$ cat config.mk
export PLATFORM = sky130hd
export DESIGN_NAME = bmw_window_regs
export DESIGN_NICKNAME = d
export VERILOG_FILES = /design/src/logic/bmw_window_regs.v /design/src/logic/bmw_window_cmp.v
export VERILOG_INCLUDE_DIRS = /design/src /design/src/logic
export SDC_FILE = /design/constraint.sdc
export NUM_CORES = 1
export LEC_CHECK = 0
export ABC_AREA = 1
export BUFFER_PORTS_ARGS = -buffer_cell sky130_fd_sc_hd__buf_2
export CAP_MARGIN = 20
export CORE_MARGIN = 3
export CORE_UTILIZATION = 53
export DETAILED_ROUTE_END_ITERATION = 6
export GPL_TIMING_DRIVEN = 1
export PLACE_DENSITY = 0.85
export SETUP_SLACK_MARGIN = 0.1
export SLEW_MARGIN = 20
export SYNTH_ARGS = -nofsm -noshare
export SYNTH_HDL_FRONTEND = slang
export SYNTH_HIERARCHICAL = 1
export SYNTH_SLANG_ARGS = --single-unit
$ cat constraint.sdc
create_clock -name clk_sys -period 2.1 [get_ports clk_sys]
set_clock_uncertainty 0.1 [all_clocks]
set_input_delay 0.105 -clock clk_sys [delete_from_list [all_inputs] [get_ports clk_sys]]
set_output_delay 0.105 -clock clk_sys [all_outputs]
set_load 0.02 [all_outputs]
$ cat src/logic/bmw_defs.vh
// Behaviour
// - base/limit hold 12-bit field in bits 15:4
// - bottom boundary fills address bits 19:0 with zeros
// - top boundary fills address bits 19:0 with ones
// - windows are 1 MB aligned and sized
// - memory window low nibble reads zero, read-only
// - prefetch window low nibble reads one, read-only
// - memory window decides forwarding of memory transactions
// - prefetch window decides forwarding of memory reads/writes
// - prefetch bottom upper half from upper base register
// - prefetch top upper half from upper limit register
// - reset clears every writable base and limit field
// - upper base at 28h, upper limit at 2Ch
`ifndef BMW_DEFS_VH
`define BMW_DEFS_VH

// configuration byte offsets
`define BMW_OFF_MEM_BASE 8'h20
`define BMW_OFF_MEM_LIMIT 8'h22
`define BMW_OFF_PF_BASE 8'h24
`define BMW_OFF_PF_LIMIT 8'h26
`define BMW_OFF_PF_BASE_UP 8'h28
`define BMW_OFF_PF_LIMIT_UP 8'h2C

// field layout inside each 16-bit half
`define BMW_FIELD_LSB 4
`define BMW_FIELD_W 12
`define BMW_GRAN_BITS 20

// read-only low nibbles and fills
`define BMW_MEM_IND 4'h0
`define BMW_PF_IND 4'h1
`define BMW_FILL_BOTTOM 20'h00000
`define BMW_FILL_TOP 20'hFFFFF

// reset values
`define BMW_FIELD_RST 12'h000
`define BMW_UP_RST 8'h00

// bus command codes that carry memory traffic
`define BMW_CMD_MEM_RD 4'h6
`define BMW_CMD_MEM_WR 4'h7
`define BMW_CMD_MEM_RD_MUL 4'hC
`define BMW_CMD_MEM_RD_LINE 4'hE
`define BMW_CMD_MEM_WR_INV 4'hF

`endif

$ cat src/logic/bmw_window_regs.v
`timescale 1ns/1ps
`include "bmw_defs.vh"

module bmw_window_regs (
    // clock and reset
    input wire clk_sys,
    input wire arst_n,
    // configuration access, dword aligned, byte enables active low
    input wire cfg_wr,
    input wire cfg_rd,
    input wire [7:0] cfg_addr,
    input wire [3:0] cfg_be_n,
    input wire [31:0] cfg_wdata,
    output reg [31:0] cfg_rdata_q,
    output reg cfg_rvalid_q,
    output reg cfg_hit_q,
    // transaction decode request
    input wire txn_valid,
    input wire txn_from_primary,
    input wire [3:0] txn_cmd,
    input wire [63:0] txn_addr,
    // forwarding decision
    output reg fwd_valid_q,
    output reg fwd_q,
    output reg fwd_mem_hit_q,
    output reg fwd_pf_hit_q
);
    // stored writable fields
    reg [11:0] mem_base_q;
    reg [11:0] mem_limit_q;
    reg [11:0] pf_base_q;
    reg [11:0] pf_limit_q;
    reg [7:0] pf_base_up_q [0:3];
    reg [7:0] pf_limit_up_q [0:3];

    wire [31:0] pf_base_up;
    wire [31:0] pf_limit_up;

    // dword decode
    wire [7:0] dw_addr;
    wire sel_mem;
    wire sel_pf;
    wire sel_base_up;
    wire sel_limit_up;
    wire sel_any;

    assign dw_addr = {cfg_addr[7:2], 2'b00};
    assign sel_mem = (dw_addr == `BMW_OFF_MEM_BASE);
    assign sel_pf = (dw_addr == `BMW_OFF_PF_BASE);
    assign sel_base_up = (dw_addr == `BMW_OFF_PF_BASE_UP);
    assign sel_limit_up = (dw_addr == `BMW_OFF_PF_LIMIT_UP);
    assign sel_any = sel_mem | sel_pf | sel_base_up | sel_limit_up;

    // lanes 0/1 hold the base half, lanes 2/3 the limit half
    wire wr_lo_nib;
    wire wr_lo_byte;
    wire wr_hi_nib;
    wire wr_hi_byte;

    assign wr_lo_nib = cfg_wr & ~cfg_be_n[0];
    assign wr_lo_byte = cfg_wr & ~cfg_be_n[1];
    assign wr_hi_nib = cfg_wr & ~cfg_be_n[2];
    assign wr_hi_byte = cfg_wr & ~cfg_be_n[3];

    // next values of the window fields; the read-only low nibble of each
    // half is never stored, so a stray write cannot disturb it
    reg [11:0] mem_base_d;
    reg [11:0] mem_limit_d;
    reg [11:0] pf_base_d;
    reg [11:0] pf_limit_d;

    always @* begin
        mem_base_d = mem_base_q;
        mem_limit_d = mem_limit_q;
        if (sel_mem) begin
            if (wr_lo_nib) begin
                mem_base_d[3:0] = cfg_wdata[7:4];
            end
            if (wr_lo_byte) begin
                mem_base_d[11:4] = cfg_wdata[15:8];
            end
            if (wr_hi_nib) begin
                mem_limit_d[3:0] = cfg_wdata[23:20];
            end
            if (wr_hi_byte) begin
                mem_limit_d[11:4] = cfg_wdata[31:24];
            end
        end
    end

    // memory window fields
    always @(posedge clk_sys or negedge arst_n) begin
        if (!arst_n) begin
            mem_base_q <= `BMW_FIELD_RST;
            mem_limit_q <= `BMW_FIELD_RST;
        end else begin
            mem_base_q <= mem_base_d;
            mem_limit_q <= mem_limit_d;
        end
    end

    always @* begin
        pf_base_d = pf_base_q;
        pf_limit_d = pf_limit_q;
        if (sel_pf) begin
            if (wr_lo_nib) begin
                pf_base_d[3:0] = cfg_wdata[7:4];
            end
            if (wr_lo_byte) begin
                pf_base_d[11:4] = cfg_wdata[15:8];
            end
            if (wr_hi_nib) begin
                pf_limit_d[3:0] = cfg_wdata[23:20];
            end
            if (wr_hi_byte) begin
                pf_limit_d[11:4] = cfg_wdata[31:24];
            end
        end
    end

    // prefetchable window fields
    always @(posedge clk_sys or negedge arst_n) begin
        if (!arst_n) begin
            pf_base_q <= `BMW_FIELD_RST;
            pf_limit_q <= `BMW_FIELD_RST;
        end else begin
            pf_base_q <= pf_base_d;
            pf_limit_q <= pf_limit_d;
        end
    end

    // upper 32 bits of the prefetchable boundaries, one flop bank per byte lane
    genvar lane;
    generate
        for (lane = 0; lane < 4; lane = lane + 1) begin : g_up_lane
            reg [7:0] base_up_d;
            reg [7:0] limit_up_d;

            always @* begin
                base_up_d = pf_base_up_q[lane];
                limit_up_d = pf_limit_up_q[lane];
                if (cfg_wr && !cfg_be_n[lane]) begin
                    if (sel_base_up) begin
                        base_up_d = cfg_wdata[8*lane+7:8*lane];
                    end
                    if (sel_limit_up) begin
                        limit_up_d = cfg_wdata[8*lane+7:8*lane];
                    end
                end
            end

            always @(posedge clk_sys or negedge arst_n) begin
                if (!arst_n) begin
                    pf_base_up_q[lane] <= `BMW_UP_RST;
                    pf_limit_up_q[lane] <= `BMW_UP_RST;
                end else begin
                    pf_base_up_q[lane] <= base_up_d;
                    pf_limit_up_q[lane] <= limit_up_d;
                end
            end
            assign pf_base_up[8*lane+7:8*lane] = pf_base_up_q[lane];
            assign pf_limit_up[8*lane+7:8*lane] = pf_limit_up_q[lane];
        end
    endgenerate

    // each 16-bit half with its read-only indicator nibble below the field
    wire [15:0] mem_base_rd;
    wire [15:0] mem_limit_rd;
    wire [15:0] pf_base_rd;
    wire [15:0] pf_limit_rd;

    assign mem_base_rd = {mem_base_q, `BMW_MEM_IND};
    assign mem_limit_rd = {mem_limit_q, `BMW_MEM_IND};
    assign pf_base_rd = {pf_base_q, `BMW_PF_IND};
    assign pf_limit_rd = {pf_limit_q, `BMW_PF_IND};

    // read mux; whole dword returned, the host masks unused lanes
    reg [31:0] rdata_d;

    always @* begin
        rdata_d = 32'h0000_0000;
        if (sel_mem) begin
            rdata_d = {mem_limit_rd, mem_base_rd};
        end else if (sel_pf) begin
            rdata_d = {pf_limit_rd, pf_base_rd};
        end else if (sel_base_up) begin
            rdata_d = pf_base_up;
        end else if (sel_limit_up) begin
            rdata_d = pf_limit_up;
        end
    end

    // answer next values; hit follows reads and writes, data only reads
    // so a write never disturbs data the host has yet to pick up
    reg cfg_rvalid_d;
    reg cfg_hit_d;
    reg [31:0] cfg_rdata_d;

    always @* begin
        cfg_rvalid_d = cfg_rd;
        cfg_hit_d = cfg_hit_q;
        cfg_rdata_d = cfg_rdata_q;
        if (cfg_rd) begin
            cfg_rdata_d = rdata_d;
            cfg_hit_d = sel_any;
        end else if (cfg_wr) begin
            cfg_hit_d = sel_any;
        end
    end

    always @(posedge clk_sys or negedge arst_n) begin
        if (!arst_n) begin
            cfg_rdata_q <= 32'h0000_0000;
            cfg_rvalid_q <= 1'b0;
            cfg_hit_q <= 1'b0;
        end else begin
            cfg_rdata_q <= cfg_rdata_d;
            cfg_rvalid_q <= cfg_rvalid_d;
            cfg_hit_q <= cfg_hit_d;
        end
    end

    // window compares
    wire mem_in_range;
    wire pf_in_range;
    wire addr_above_4g;

    // the non-prefetchable window only covers the low 4 GB
    assign addr_above_4g = |txn_addr[63:32];

    bmw_window_cmp #(
        .AW(32)
    ) u_mem_cmp (
        .addr(txn_addr[31:0]),
        .base_hi(mem_base_q),
        .limit_hi(mem_limit_q),
        .hit(mem_in_range)
    );

    bmw_window_cmp #(
        .AW(64)
    ) u_pf_cmp (
        .addr(txn_addr),
        .base_hi({pf_base_up, pf_base_q}),
        .limit_hi({pf_limit_up, pf_limit_q}),
        .hit(pf_in_range)
    );

    // command classes
    reg cmd_is_mem;

    always @* begin
        case (txn_cmd)
            `BMW_CMD_MEM_RD: cmd_is_mem = 1'b1;
            `BMW_CMD_MEM_WR: cmd_is_mem = 1'b1;
            `BMW_CMD_MEM_RD_MUL: cmd_is_mem = 1'b1;
            `BMW_CMD_MEM_RD_LINE: cmd_is_mem = 1'b1;
            `BMW_CMD_MEM_WR_INV: cmd_is_mem = 1'b1;
            default: cmd_is_mem = 1'b0;
        endcase
    end

    wire mem_hit_d;
    wire pf_hit_d;
    wire any_hit_d;
    wire fwd_d;

    assign mem_hit_d = cmd_is_mem & ~addr_above_4g & mem_in_range;
    assign pf_hit_d = cmd_is_mem & pf_in_range;
    assign any_hit_d = mem_hit_d | pf_hit_d;
    // downstream claims inside a window, upstream claims everything outside
    assign fwd_d = cmd_is_mem & (txn_from_primary ? any_hit_d : ~any_hit_d);

    // decision next values; results stand until the next request so a
    // slow consumer may still sample them after the valid pulse
    reg dec_valid_d;
    reg dec_fwd_d;
    reg dec_mem_hit_d;
    reg dec_pf_hit_d;

    always @* begin
        dec_valid_d = txn_valid;
        dec_fwd_d = fwd_q;
        dec_mem_hit_d = fwd_mem_hit_q;
        dec_pf_hit_d = fwd_pf_hit_q;
        if (txn_valid) begin
            dec_fwd_d = fwd_d;
            dec_mem_hit_d = mem_hit_d;
            dec_pf_hit_d = pf_hit_d;
        end
    end

    // one decision per request, one cycle later
    always @(posedge clk_sys or negedge arst_n) begin
        if (!arst_n) begin
            fwd_valid_q <= 1'b0;
            fwd_q <= 1'b0;
            fwd_mem_hit_q <= 1'b0;
            fwd_pf_hit_q <= 1'b0;
        end else begin
            fwd_valid_q <= dec_valid_d;
            fwd_q <= dec_fwd_d;
            fwd_mem_hit_q <= dec_mem_hit_d;
            fwd_pf_hit_q <= dec_pf_hit_d;
        end
    end
endmodule // bmw_window_regs

$ cat src/logic/bmw_window_cmp.v
`timescale 1ns/1ps
`include "bmw_defs.vh"

module bmw_window_cmp #(
    parameter AW = 64
) (
    // address under test
    input wire [AW-1:0] addr,
    // programmed boundary fields above the 1 MB granule
    input wire [AW-`BMW_GRAN_BITS-1:0] base_hi,
    input wire [AW-`BMW_GRAN_BITS-1:0] limit_hi,
    // result
    output wire hit
);
    wire [AW-1:0] bottom;
    wire [AW-1:0] top;

    assign bottom = {base_hi, `BMW_FILL_BOTTOM};
    assign top = {limit_hi, `BMW_FILL_TOP};
    // limit below base leaves no address satisfying both bounds
    assign hit = (addr >= bottom) && (addr <= top);
endmodule // bmw_window_cmp

### Word level (Yosys, flattened, before mapping)

Index checks and enable logic that the tools add are counted.

* bits in registers: 150
* output and inout bits: 38

* bitwise gates (word level): 18
* reductions and logical operators: 29
* equal/unequal tests: 9
* multiplexer cells: 8
* magnitude comparators: 4

Operator list (count)
* 32-bit 2-to-1 mux: 4
* 64-bit greater-or-equal comparator: 1
* 64-bit less-or-equal comparator: 1
* 32-bit greater-or-equal comparator: 1
* 32-bit less-or-equal comparator: 1
* 2-bit AND reduction: 16
* 32-bit OR reduction: 1
* 6-bit by 4-bit equality test with 1-bit output (second input constant): 4
* 4-bit equality test (second input constant): 3
* 1-bit AND: 8
* 4-bit by 3-bit equality test with 1-bit output (second input constant): 2
* 1-bit logical AND: 6
* 1-bit NOT: 6
* 5-bit OR reduction: 1
* 1-bit zero test: 4
* 1-bit 2-to-1 mux: 4
* 1-bit OR: 4
* 2-bit nonzero test: 1

### Longest topological paths before layout

Gate-level depths: netlist of run 1.

* depth in word-level cells: 9
* gate-level depth with buffers: 20

### By module

Netlist of run 1, hierarchy kept.

By module, submodules not included
* bmw_window_regs: area an instance 6637.6 um^2, cells each 747, sequential area each 3753.6 um^2, instances 1
* bmw_window_cmp (u_pf_cmp): area an instance 2637.5 um^2, cells each 449, sequential area each 0.0 um^2, instances 1
* bmw_window_cmp (u_mem_cmp): area an instance 860.8 um^2, cells each 164, sequential area each 0.0 um^2, instances 1

### Worst setup path after synthesis of run 1

OpenSTA, ideal clock, no wires.

* path kind: register to register
* start point: reg mem_base_q[11]
* end point: reg fwd_q
* cell stages (with the launch flop): 20
* clock period less this slack: 1.935 ns
* data required time: 1.883 ns
* arrival: 1.718 ns
* setup slack: 0.165 ns
* path through: dfrtp_1 inv_1 ha_1 nand2_1 inv_2 nand2_2 nor2_2 nand2_1 nor2_1 nor2_1 nor2_2 nand2_1 nor2_1 nand2_1 nor2_1 nand2_1 nand2_1 nand2_1 nand3_1 nand2_1

* word-level cells in the longest chain between the ends: 7

RTL lines
* start: declaration: RTL line bmw_window_regs.v:29 `reg [11:0] mem_base_q;`
* start signal: assignment: RTL line bmw_window_regs.v:94 `` mem_base_q <= `BMW_FIELD_RST; ``
* start signal: assignment: RTL line bmw_window_regs.v:97 `mem_base_q <= mem_base_d;`
* 32-bit greater-or-equal comparator (*): RTL line bmw_window_cmp.v:21 `assign hit = (addr >= bottom) && (addr <= top);`
* 1-bit logical AND (*): RTL line bmw_window_cmp.v:21
* named net mem_in_range: RTL line bmw_window_regs.v:224 `wire mem_in_range;`
* 1-bit AND (*): RTL line bmw_window_regs.v:268 `assign mem_hit_d = cmd_is_mem & ~addr_above_4g & mem_in_range;`
* 1-bit OR (*): RTL line bmw_window_regs.v:270 `assign any_hit_d = mem_hit_d | pf_hit_d;`
* 1-bit NOT: RTL line bmw_window_regs.v:272 `assign fwd_d = cmd_is_mem & (txn_from_primary ? any_hit_d : ~any_hit_d);`
* 1-bit 2-to-1 mux (*): RTL line bmw_window_regs.v:272
* 1-bit AND (*): RTL line bmw_window_regs.v:272
* end signal: assignment: RTL line bmw_window_regs.v:302 `fwd_q <= dec_fwd_d;`
* end: declaration: RTL line bmw_window_regs.v:24 `output reg fwd_q,`

Mark *: on every way through the listed nets, which the timed path passes. The rest lies on a longest branch.
A chain may end at the register's enable or synchronous reset.

### Final worst setup path of run 1

* start point: reg mem_base_q[7]
* end point: reg fwd_q

Same word-level chain as after synthesis.

==> impl_metrics.json, run 1 <==
{
  "status": "finished with violations",
  "violations": "negative setup slack",
  "reg2reg_from": "mem_base_q[7]",
  "leakagePower_uw": 0.00662,
  "startpoint": "mem_base_q[7]",
  "finalCritPeriodShare_pct": 110,
  "path_clk_slew_ns": 0.07,
  "path_class": "reg -> reg",
  "avgSynthCellArea_um2": 7.45,
  "detail_route.first_pass.iterations": 5,
  "h-tree-depth": 4,
  "route.met2.wl_um": 15700,
  "cts-root-buf": "clkbuf_16",
  "routed_via_density": 5.49,
  "cp.required_ns": 2.32,
  "io_pins": 156,
  "yosysMostFrequentCell": "nand2_1",
  "wl_met3_um": 2610,
  "synth_area_leaders": "dfrtp_1, nand2_1, ha_1",
  "die_area_um2": 20800,
  "clockBufferDepth": 2,
  "startpoint_type": "flip-flop",
  "finalSetupViolCount": 3,
  "synth_top_area_share_pct": 37.0,
  "synth_area_um2": 10100,
  "wl_per_cell_um": 17.0,
  "powerDensity_nw_per_um2": 622,
  "initial_utilization_pct": 55.1,
  "holdWs_ns": 0.0284,
  "synthArstFlopShare_pct": 100,
  "grt_usage_pct": 29.4,
  "ys_types": 37,
  "hpwl_um": 21700,
  "top_layer_used": "met4",
  "grt_pass1_wl_um": 47900,
  "portBuffers": 153,
  "reg2reg_slack_ns": -0.22,
  "nets": 1840,
  "regArea_um2": 3750,
  "place_ws_ns": -0.152,
  "path_max_fanout": 3,
  "dieWidth_um": 144,
  "n_antenna_cell": 0,
  "fill_cells": 1386,
  "yosys.area.top_type": "dfrtp_1",
  "synth-seq-cells": 150,
  "setup_slack_ns": -0.217,
  "overflow": 0,
  "hold_class": "in -> async",
  "die_h_um": 144,
  "endpoint": "fwd_q",
  "tightest_slew_ns": 0.502,
  "synth-seq-area-share_pct": 37.0,
  "end_kind": "flip-flop",
  "crit_arrival_ns": 2.54,
  "maxSlewViolCount": 0,
  "ir_drop_mv": 0.553,
  "postRouteAntennaNets": 0,
  "hold_violations": 0,
  "ys.flop_type": "dfrtp_1",
  "grt_setup_unrepaired": "yes",
  "period_needed_ns": 2.32,
  "synth_commonest_cells": "nand2_1, inv_1, dfrtp_1",
  "yosys_warnings": 6,
  "max_cap_violations": 0,
  "coreArea_um2": 18400,
  "grt_max_degree": 51,
  "multi_input_area_um2": 5620,
  "synthesis.nets": 1590,
  "antenna_found_initial": 0,
  "cts_tree": "done",
  "vias": 10200,
  "route.detailed.drc": 0,
  "ff2ff_path_depth": 17,
  "routed_wirelength_um": 31400,
  "drive_above_1_share_pct": 23.8,
  "drt_iter0_markers": 884,
  "wl_met1_um": 11700,
  "rows": 49,
  "synth-edff-count": 0,
  "reg2reg_to": "fwd_q",
  "fmax_mhz": 432,
  "grt_pass1_vias": 10000,
  "slew_headroom_pct": 66.5,
  "numCtsBuffers": 17,
  "routabilityCongestion": 0.932,
  "synth_cells": 1360,
  "clock_latency_ns": 0.43,
  "clock-sinks": 150,
  "area_growth_pct": 25.5
}
[logic make-up (layout without fill, tap and decap cells)]
| group | after synthesis | count (layout) | synth area share [%] |
|---|---|---|---|
| buffers and inverters | 245 | 508 | 10.5 |
| AOI/OAI and AO/OA | 209 | 209 | 11.6 |
| DFF | 150 | 150 | 37.0 |
| and+or+nand+nor | 644 | 644 | 27.0 |
| adders and majority gates | 112 | 112 | 13.8 |
[final cells by class]
type | count | share of cell area (%)
multi-input cells | 965 | 44.2
flip-flops and latches | 150 | 29.5
repair buffers | 260 | 13.3
inverters | 216 | 6.47
clock buffers | 20 | 3.51
well taps | 229 | 2.25
clock inverters | 12 | 0.738
[power breakdown]
group / total (uW) / internal, uW / switching (uW) / leakage [uW]
Clock: 2870 / 1560 / 1310 / 0.000258
Sequential: 3240 / 3090 / 155 / 0.00203
Combinational: 1800 / 757 / 1040 / 0.00433
Total: 7910 / 5400 / 2510 / 0.00662
[sequential cells by signal (all words and copies together) (netlist names), 12 cells and up]
name and flops:
pf_base_q 12, cfg_rdata_q 32, mem_base_q 12, pf_base_up 32, mem_limit_q 12, pf_limit_q 12
pf_limit_up 32
[critical path, cell delays in order (launching register included)]
cell and delay, ns:
dfrtp_1 0.35, inv_1 0.08, ha_4 0.28, nand4_1 0.12, nor2_2 0.16, nand2_1 0.08, nor2_2 0.13, nor2_2 0.07
nor2_4 0.14, nand2_1 0.08, nor2_1 0.10, nand2_1 0.08, nor2_1 0.11, nand2_1 0.10, nand2_1 0.07, nand2_1 0.05
nand3_1 0.06, nand2_1 0.05
[worst min path at each step]
stage,cells after the start,end,startpoint,slack [ns]
after floorplan,0,cfg_hit_q,arst_n,-0.29
after global placement,1,cfg_rdata_q[4],arst_n,-0.06
after detailed placement,1,cfg_rdata_q[4],arst_n,-0.06
after CTS,4,pf_base_up[2],cfg_be_n[0],0.03
after global routing,2,cfg_rdata_q[6],arst_n,0.07
final,2,mem_base_q[0],arst_n,0.03
[stage by stage]
step	setup TNS [ns]	cell area [um2]	utilization (%)	total power (uW)	instances
finish	-0.490	12700	69.2	7910	1852
global route	-0.932	12700	69.2	8270	1852
CTS	-0.211	12300	67.0	7740	1833
detailed placement	-0.159	11300	61.5	4800	1758
global placement	-0.0745	11300	61.5	4710	1758
floorplan	0	10100	-	4170	1360
[placed cells by master (no fill, tap or decap), drive strengths merged]
master / count
nand2: 470
buf: 221
inv: 219
dfrtp: 150
o21ai: 123
nor2: 114
ha: 112
a21oi: 72
dlygate4sd3: 39
nand3: 32
nand4: 20
clkbuf: 20
a22o: 6
a21o: 6
clkinv: 6
and2: 4
clkinvlp: 3
nor3: 3
o21a: 2
and3: 1
[layer usage]
layer / GRT usage (%) / vias to the layer above
li1: - / 4792
met1: 34.2 / 4723
met2: 51.8 / 530
met3: 6.65 / 121
met4: 13.1 / 0
met5: 0 / -
[what timing repair did]
action	in CTS	in global routing
setup endpoints to repair	3	3
endpoints found under the hold margin	266	0
hold buffers	39	0
pin swaps	11	31
setup buffers	4	19
resized for setup	11	47
(Power assumes the default switching activity.)
==> inputs of run 2 (changes only) <==
--- a/config.mk
+++ b/config.mk
@@ -20,3 +20,4 @@
 export SYNTH_HDL_FRONTEND = slang
 export SYNTH_HIERARCHICAL = 1
 export SYNTH_SLANG_ARGS = --single-unit
+export TNS_END_PERCENT = 10
==> impl_metrics.json, run 2 (same netlist as run 1, synthesis figures left out) <==
{
  "max_cap_violations": 0,
  "maxSlewViolCount": 0,
  "hpwl_um": 21700,
  "slew_headroom_pct": 66.0,
  "portBuffers": 153,
  "clockBufferDepth": 2,
  "ff2ff_path_depth": 19,
  "h-tree-depth": 4,
  "initial_utilization_pct": 55.1,
  "clock-sinks": 150,
  "place_inst": 1758,
  "hold_violations": 0,
  "grt_usage_pct": 29.4,
  "finalCritPeriodShare_pct": 110,
  "fmax_mhz": 432,
  "cts-root-buf": "clkbuf_16",
  "layout.cells.non_filler": 1841,
  "status": "finished with violations",
  "routed_wirelength_um": 31100,
  "path_clk_slew_ns": 0.07,
  "powerDensity_nw_per_um2": 624,
  "final_cell_mix": "nand2_1, inv_1, buf_2",
  "grt_max_degree": 51,
  "place_ws_ns": -0.152,
  "drive_above_1_share_pct": 22.2,
  "die_area_um2": 20800,
  "slowest_delay_ns": 0.37,
  "drt_iter0_markers": 876,
  "vias": 10100,
  "startpoint_type": "flip-flop",
  "tightest_slew_ns": 0.511,
  "end_kind": "flip-flop",
  "clock_latency_ns": 0.43,
  "violations": "negative setup slack",
  "cp.required_ns": 2.32,
  "cpMostUsedCell": "nand2_1",
  "fin_area_um2": 12600,
  "final_common_cell": "nand2_1",
  "antenna_found_initial": 0,
  "reg2reg_to": "fwd_q",
  "grt_pass1_wl_um": 47900,
  "crit_arrival_ns": 2.53,
  "wl_per_cell_um": 16.9,
  "routabilityCongestion": 0.932,
  "finalSetupViolCount": 3,
  "crit_path_top_delay_cell": "dfrtp_1",
  "reg2reg_from": "mem_base_q[9]",
  "cts_tree": "done",
  "reg2reg_slack_ns": -0.22,
  "setup_slack_ns": -0.216,
  "grt_setup_unrepaired": "yes",
  "detail_route.first_pass.iterations": 6,
  "area_growth_pct": 24.0,
  "n_antenna_cell": 0,
  "dieWidth_um": 144,
  "grt_pass1_vias": 10000,
  "path_max_fanout": 3,
  "crit_buf_inv": 2,
  "nets": 1829,
  "path_class": "reg -> reg",
  "ir_drop_mv": 0.549,
  "period_needed_ns": 2.32,
  "numCtsBuffers": 17,
  "io_pins": 156,
  "postRouteAntennaNets": 0,
  "fill_cells": 1411,
  "overflow": 0,
  "routed_via_density": 5.48,
  "rows": 49,
  "route.detailed.drc": 0,
  "final_util_pct": 68.3,
  "cp_top_family": "simple AND/OR/NAND/NOR gates",
  "crit_chain": "inv_1, ha_4, nand2_1, inv_2, nand2_2, nor2_2, nand2_1, nor2_2, nor2_2, nor2_4, nand2_1, nor2_1, nand2_1, nor2_1, nand2_1, nand2_1, nand2_1, nand3_1, nand2_1",
  "coreArea_um2": 18400,
  "leakagePower_uw": 0.00656,
  "placed_area_um2": 11300,
  "die_h_um": 144,
  "hold_class": "in -> async"
}
## run 2: cell types whose count changed in the layout (fill, tap and decap cells not counted), moves of 3 or more
cell	delta
buf_4	-11
nor2_1	+5
nor2_2	-5
ha_1	+3
ha_4	-3
inv_1	+3
inv_2	-3
## run 2: power breakdown
group / total, uW / internal (uW) / switching (uW)
logic: 1740 / 727 / 1020
registers: 3240 / 3090 / 156
clock network: 2860 / 1560 / 1300
## run 2: worst register-to-register path: cells and delay by family, from the launching register on
kind	cells	cell delay [ns]
fa+ha+maj	1	0.27
buf+inv	2	0.13
flops	1	0.37
simple gates	16	1.33
## run 2: metrics by stage
stage / hold WS (ns) / TNS, ns / total power (uW)
3_5_place_dp: -0.0591 / -0.159 / 4800
2_1_floorplan: -0.291 / 0 / 4170
3_3_place_gp: -0.0620 / -0.0745 / 4710
5_1_grt: 0.0669 / -0.900 / 8220
6_report: 0.0409 / -0.431 / 7850
4_1_cts: 0.0322 / -0.211 / 7730
## run 2: metal layers
metal	global-route usage (%)	wire length (um)	vias to the layer above
met5	0	0	-
met4	13.1	1310	0
met3	6.28	2390	104
met2	51.7	15600	505
met1	34.4	11800	4703
li1	-	-	4775
## run 2: how the worst max path moves through the flow
stage | from | endpoint | slack, ns | cells after the start
final | mem_base_q[9] | fwd_q | -0.22 | 19
after global routing | mem_base_q[2] | fwd_q | -0.39 | 19
after CTS | mem_limit_q[1] | fwd_q | -0.13 | 19
after detailed placement | mem_limit_q[11] | fwd_q | -0.15 | 19
after global placement | mem_limit_q[11] | fwd_q | -0.07 | 19
after floorplan | mem_base_q[11] | fwd_q | 0.16 | 19
## run 2: timing repair
action                                  4_1_cts  5_1_grt
resized for setup                            10       29
gates cloned                                  0        0
endpoints found under the setup margin        3        3
hold endpoints to repair                    266        0
hold buffers                                 39        0
pin swaps                                    10       18
setup buffers                                 3        9
## run 2: final cells by class
type / count / area (um2) / share of cell area (%)
flip-flops and latches: 150 / 3750 / 29.9
clock inverters: 12 / 93.8 / 0.747
repair buffers: 249 / 1620 / 12.9
clock buffers: 20 / 447 / 3.55
multi-input cells: 965 / 5550 / 44.1
inverters: 216 / 823 / 6.55
well taps: 229 / 287 / 2.28
==> inputs of run 3 (changes only) <==
--- a/config.mk
+++ b/config.mk
@@ -10,10 +10,10 @@
 export BUFFER_PORTS_ARGS = -buffer_cell sky130_fd_sc_hd__buf_2
 export CAP_MARGIN = 20
 export CORE_MARGIN = 3
-export CORE_UTILIZATION = 53
+export CORE_UTILIZATION = 58
 export DETAILED_ROUTE_END_ITERATION = 6
 export GPL_TIMING_DRIVEN = 1
-export PLACE_DENSITY = 0.85
+export PLACE_DENSITY = 0.88
 export SETUP_SLACK_MARGIN = 0.1
 export SLEW_MARGIN = 20
 export SYNTH_ARGS = -nofsm -noshare
==> constraint.sdc (replaced) <==
create_clock -name clk_sys -period 2.2 [get_ports clk_sys]
set_clock_uncertainty 0.1 [all_clocks]
set_input_delay 0.11 -clock clk_sys [delete_from_list [all_inputs] [get_ports clk_sys]]
set_output_delay 0.11 -clock clk_sys [all_outputs]
set_load 0.02 [all_outputs]
==> impl_metrics.json, run 3 (same netlist as run 1, synthesis figures left out) <==
{
  "end_kind": "flip-flop",
  "cp.required_ns": 2.43,
  "max_cap_violations": 0,
  "clock_latency_ns": 0.43,
  "path_class": "reg -> reg",
  "vias": 10100,
  "slew_headroom_pct": 66.9,
  "finalSetupViolCount": 1,
  "grt_pass1_wl_um": 48900,
  "portBuffers": 153,
  "routed_via_density": 5.62,
  "final_cell_mix": "nand2_1, inv_1, buf_2",
  "placed_area_um2": 11100,
  "tightest_slew_ns": 0.496,
  "final_common_cell": "nand2_1",
  "clockBufferDepth": 2,
  "hpwl_um": 21400,
  "overflow": 0,
  "routabilityCongestion": 0.933,
  "period_needed_ns": 2.26,
  "nets": 1796,
  "finalCritPeriodShare_pct": 103,
  "violations": "negative setup slack",
  "path_clk_slew_ns": 0.07,
  "route.detailed.drc": 0,
  "hold_violations": 0,
  "maxSlewViolCount": 0,
  "hold_class": "in -> reg",
  "ir_drop_mv": 0.637,
  "startpoint_type": "flip-flop",
  "numCtsBuffers": 17,
  "antenna_found_initial": 0,
  "dieWidth_um": 138,
  "grt_pass1_vias": 10100,
  "drive_above_1_share_pct": 20.1,
  "postRouteAntennaNets": 0,
  "drt_iter0_markers": 873,
  "grt_usage_pct": 31.4,
  "detail_route.first_pass.iterations": 6,
  "setup_slack_ns": -0.0605,
  "leakagePower_uw": 0.00642,
  "cpMostUsedCell": "nand2_1",
  "fmax_mhz": 442,
  "holdWs_ns": 0.00370,
  "crit_path_top_delay_cell": "dfrtp_1",
  "n_antenna_cell": 0,
  "place_ws_ns": -0.0619,
  "rows": 47,
  "status": "finished with violations",
  "grt_setup_unrepaired": "yes",
  "powerDensity_nw_per_um2": 626,
  "fill_cells": 1239,
  "tns_ns": -0.0605,
  "initial_utilization_pct": 60.3,
  "h-tree-depth": 4,
  "die_area_um2": 19100,
  "clock-sinks": 150,
  "io_pins": 156,
  "crit_chain": "inv_1, ha_4, nand4_1, nor2_4, nand2_1, nor2_2, nor2_2, nor2_4, nand2_1, nor2_1, nand2_1, nor2_1, nand2_1, nand2_1, nand2_1, nand3_1, nand2_1",
  "routed_wirelength_um": 31100,
  "cp_top_family": "simple AND/OR/NAND/NOR gates",
  "path_max_fanout": 3,
  "area_growth_pct": 21.8,
  "wl_per_cell_um": 17.3,
  "crit_buf_inv": 1,
  "slowest_delay_ns": 0.39,
  "coreArea_um2": 16800,
  "crit_arrival_ns": 2.49,
  "die_h_um": 138,
  "fin_area_um2": 12300,
  "cts_tree": "done",
  "grt_max_degree": 68,
  "cts-root-buf": "clkbuf_16"
}
[run 3: cell types whose count changed in the layout (fill, tap and decap cells not counted), sizes merged]
cell / delta
buf: -32
bufinv: +3
clkbuf: -1
clkinvlp: -1
dlygate4sd3: -1
inv: -1
[run 3: per-stage QoR]
step | utilization, % | instances | total power [uW]
finish | 73.4 | 1799 | 7730
global route | 73.4 | 1799 | 8090
CTS | 72.1 | 1793 | 7610
detailed placement | 65.9 | 1718 | 4520
global placement | 65.9 | 1718 | 4430
floorplan | - | 1360 | 3980
[run 3: final cells by class]
cell class,instances,area (um2),area share (%)
clock buffer,19,433,3.51
clock inverter,13,171,1.39
inverter,216,823,6.67
multi-input combinational,965,5520,44.7
sequential,150,3750,30.4
tap,220,275,2.23
timing repair buffer,216,1370,11.1
[run 3: path summary, 6_finish.rpt]
kind                              endpoint             from  cells past startpoint  slack, ns
max in group asynchronous   mem_limit_q[9]           arst_n                      3       1.19
hold / removal                fwd_pf_hit_q       txn_cmd[1]                      5      0.004
hold reg to reg            cfg_rdata_q[19]  cfg_rdata_q[19]                      2       0.38
setup reg to reg                     fwd_q    mem_base_q[7]                     17      -0.06
min in group asynchronous   cfg_rdata_q[4]           arst_n                      2       0.07
setup / recovery                     fwd_q    mem_base_q[7]                     17      -0.06
[run 3: tightest hold or removal path, cell delays in order]
cell and delay, ns:
buf_2 0.09, inv_1 0.04, a21oi_1 0.09, nand2_1 0.10
o21ai_1 0.06
[run 3: timing repair]
item | 4_1_cts | 5_1_grt
hold endpoints to repair | 265 | 0
buffers inserted | 5 | 6
resized for setup | 5 | 28
pin swaps | 4 | 18
hold buffers | 38 | 0
endpoints found under the setup margin | 2 | 3
[run 3: metal layers]
metal / up-vias / GRT usage, % / wire [um]
li1: 4700 / - / -
met1: 4719 / 37.9 / 11700
met2: 557 / 54.1 / 15500
met3: 126 / 5.49 / 2360
met4: 0 / 15.7 / 1490
met5: - / 0 / 0
[run 3: power by group]
group | leakage [uW] | switching (uW) | total, uW | internal, uW
Sequential | 0.00203 | 159 | 3110 | 2950
Combinational | 0.00409 | 943 | 1580 | 640
Clock | 0.000289 | 1240 | 3040 | 1800
Total | 0.00642 | 2340 | 7730 | 5390
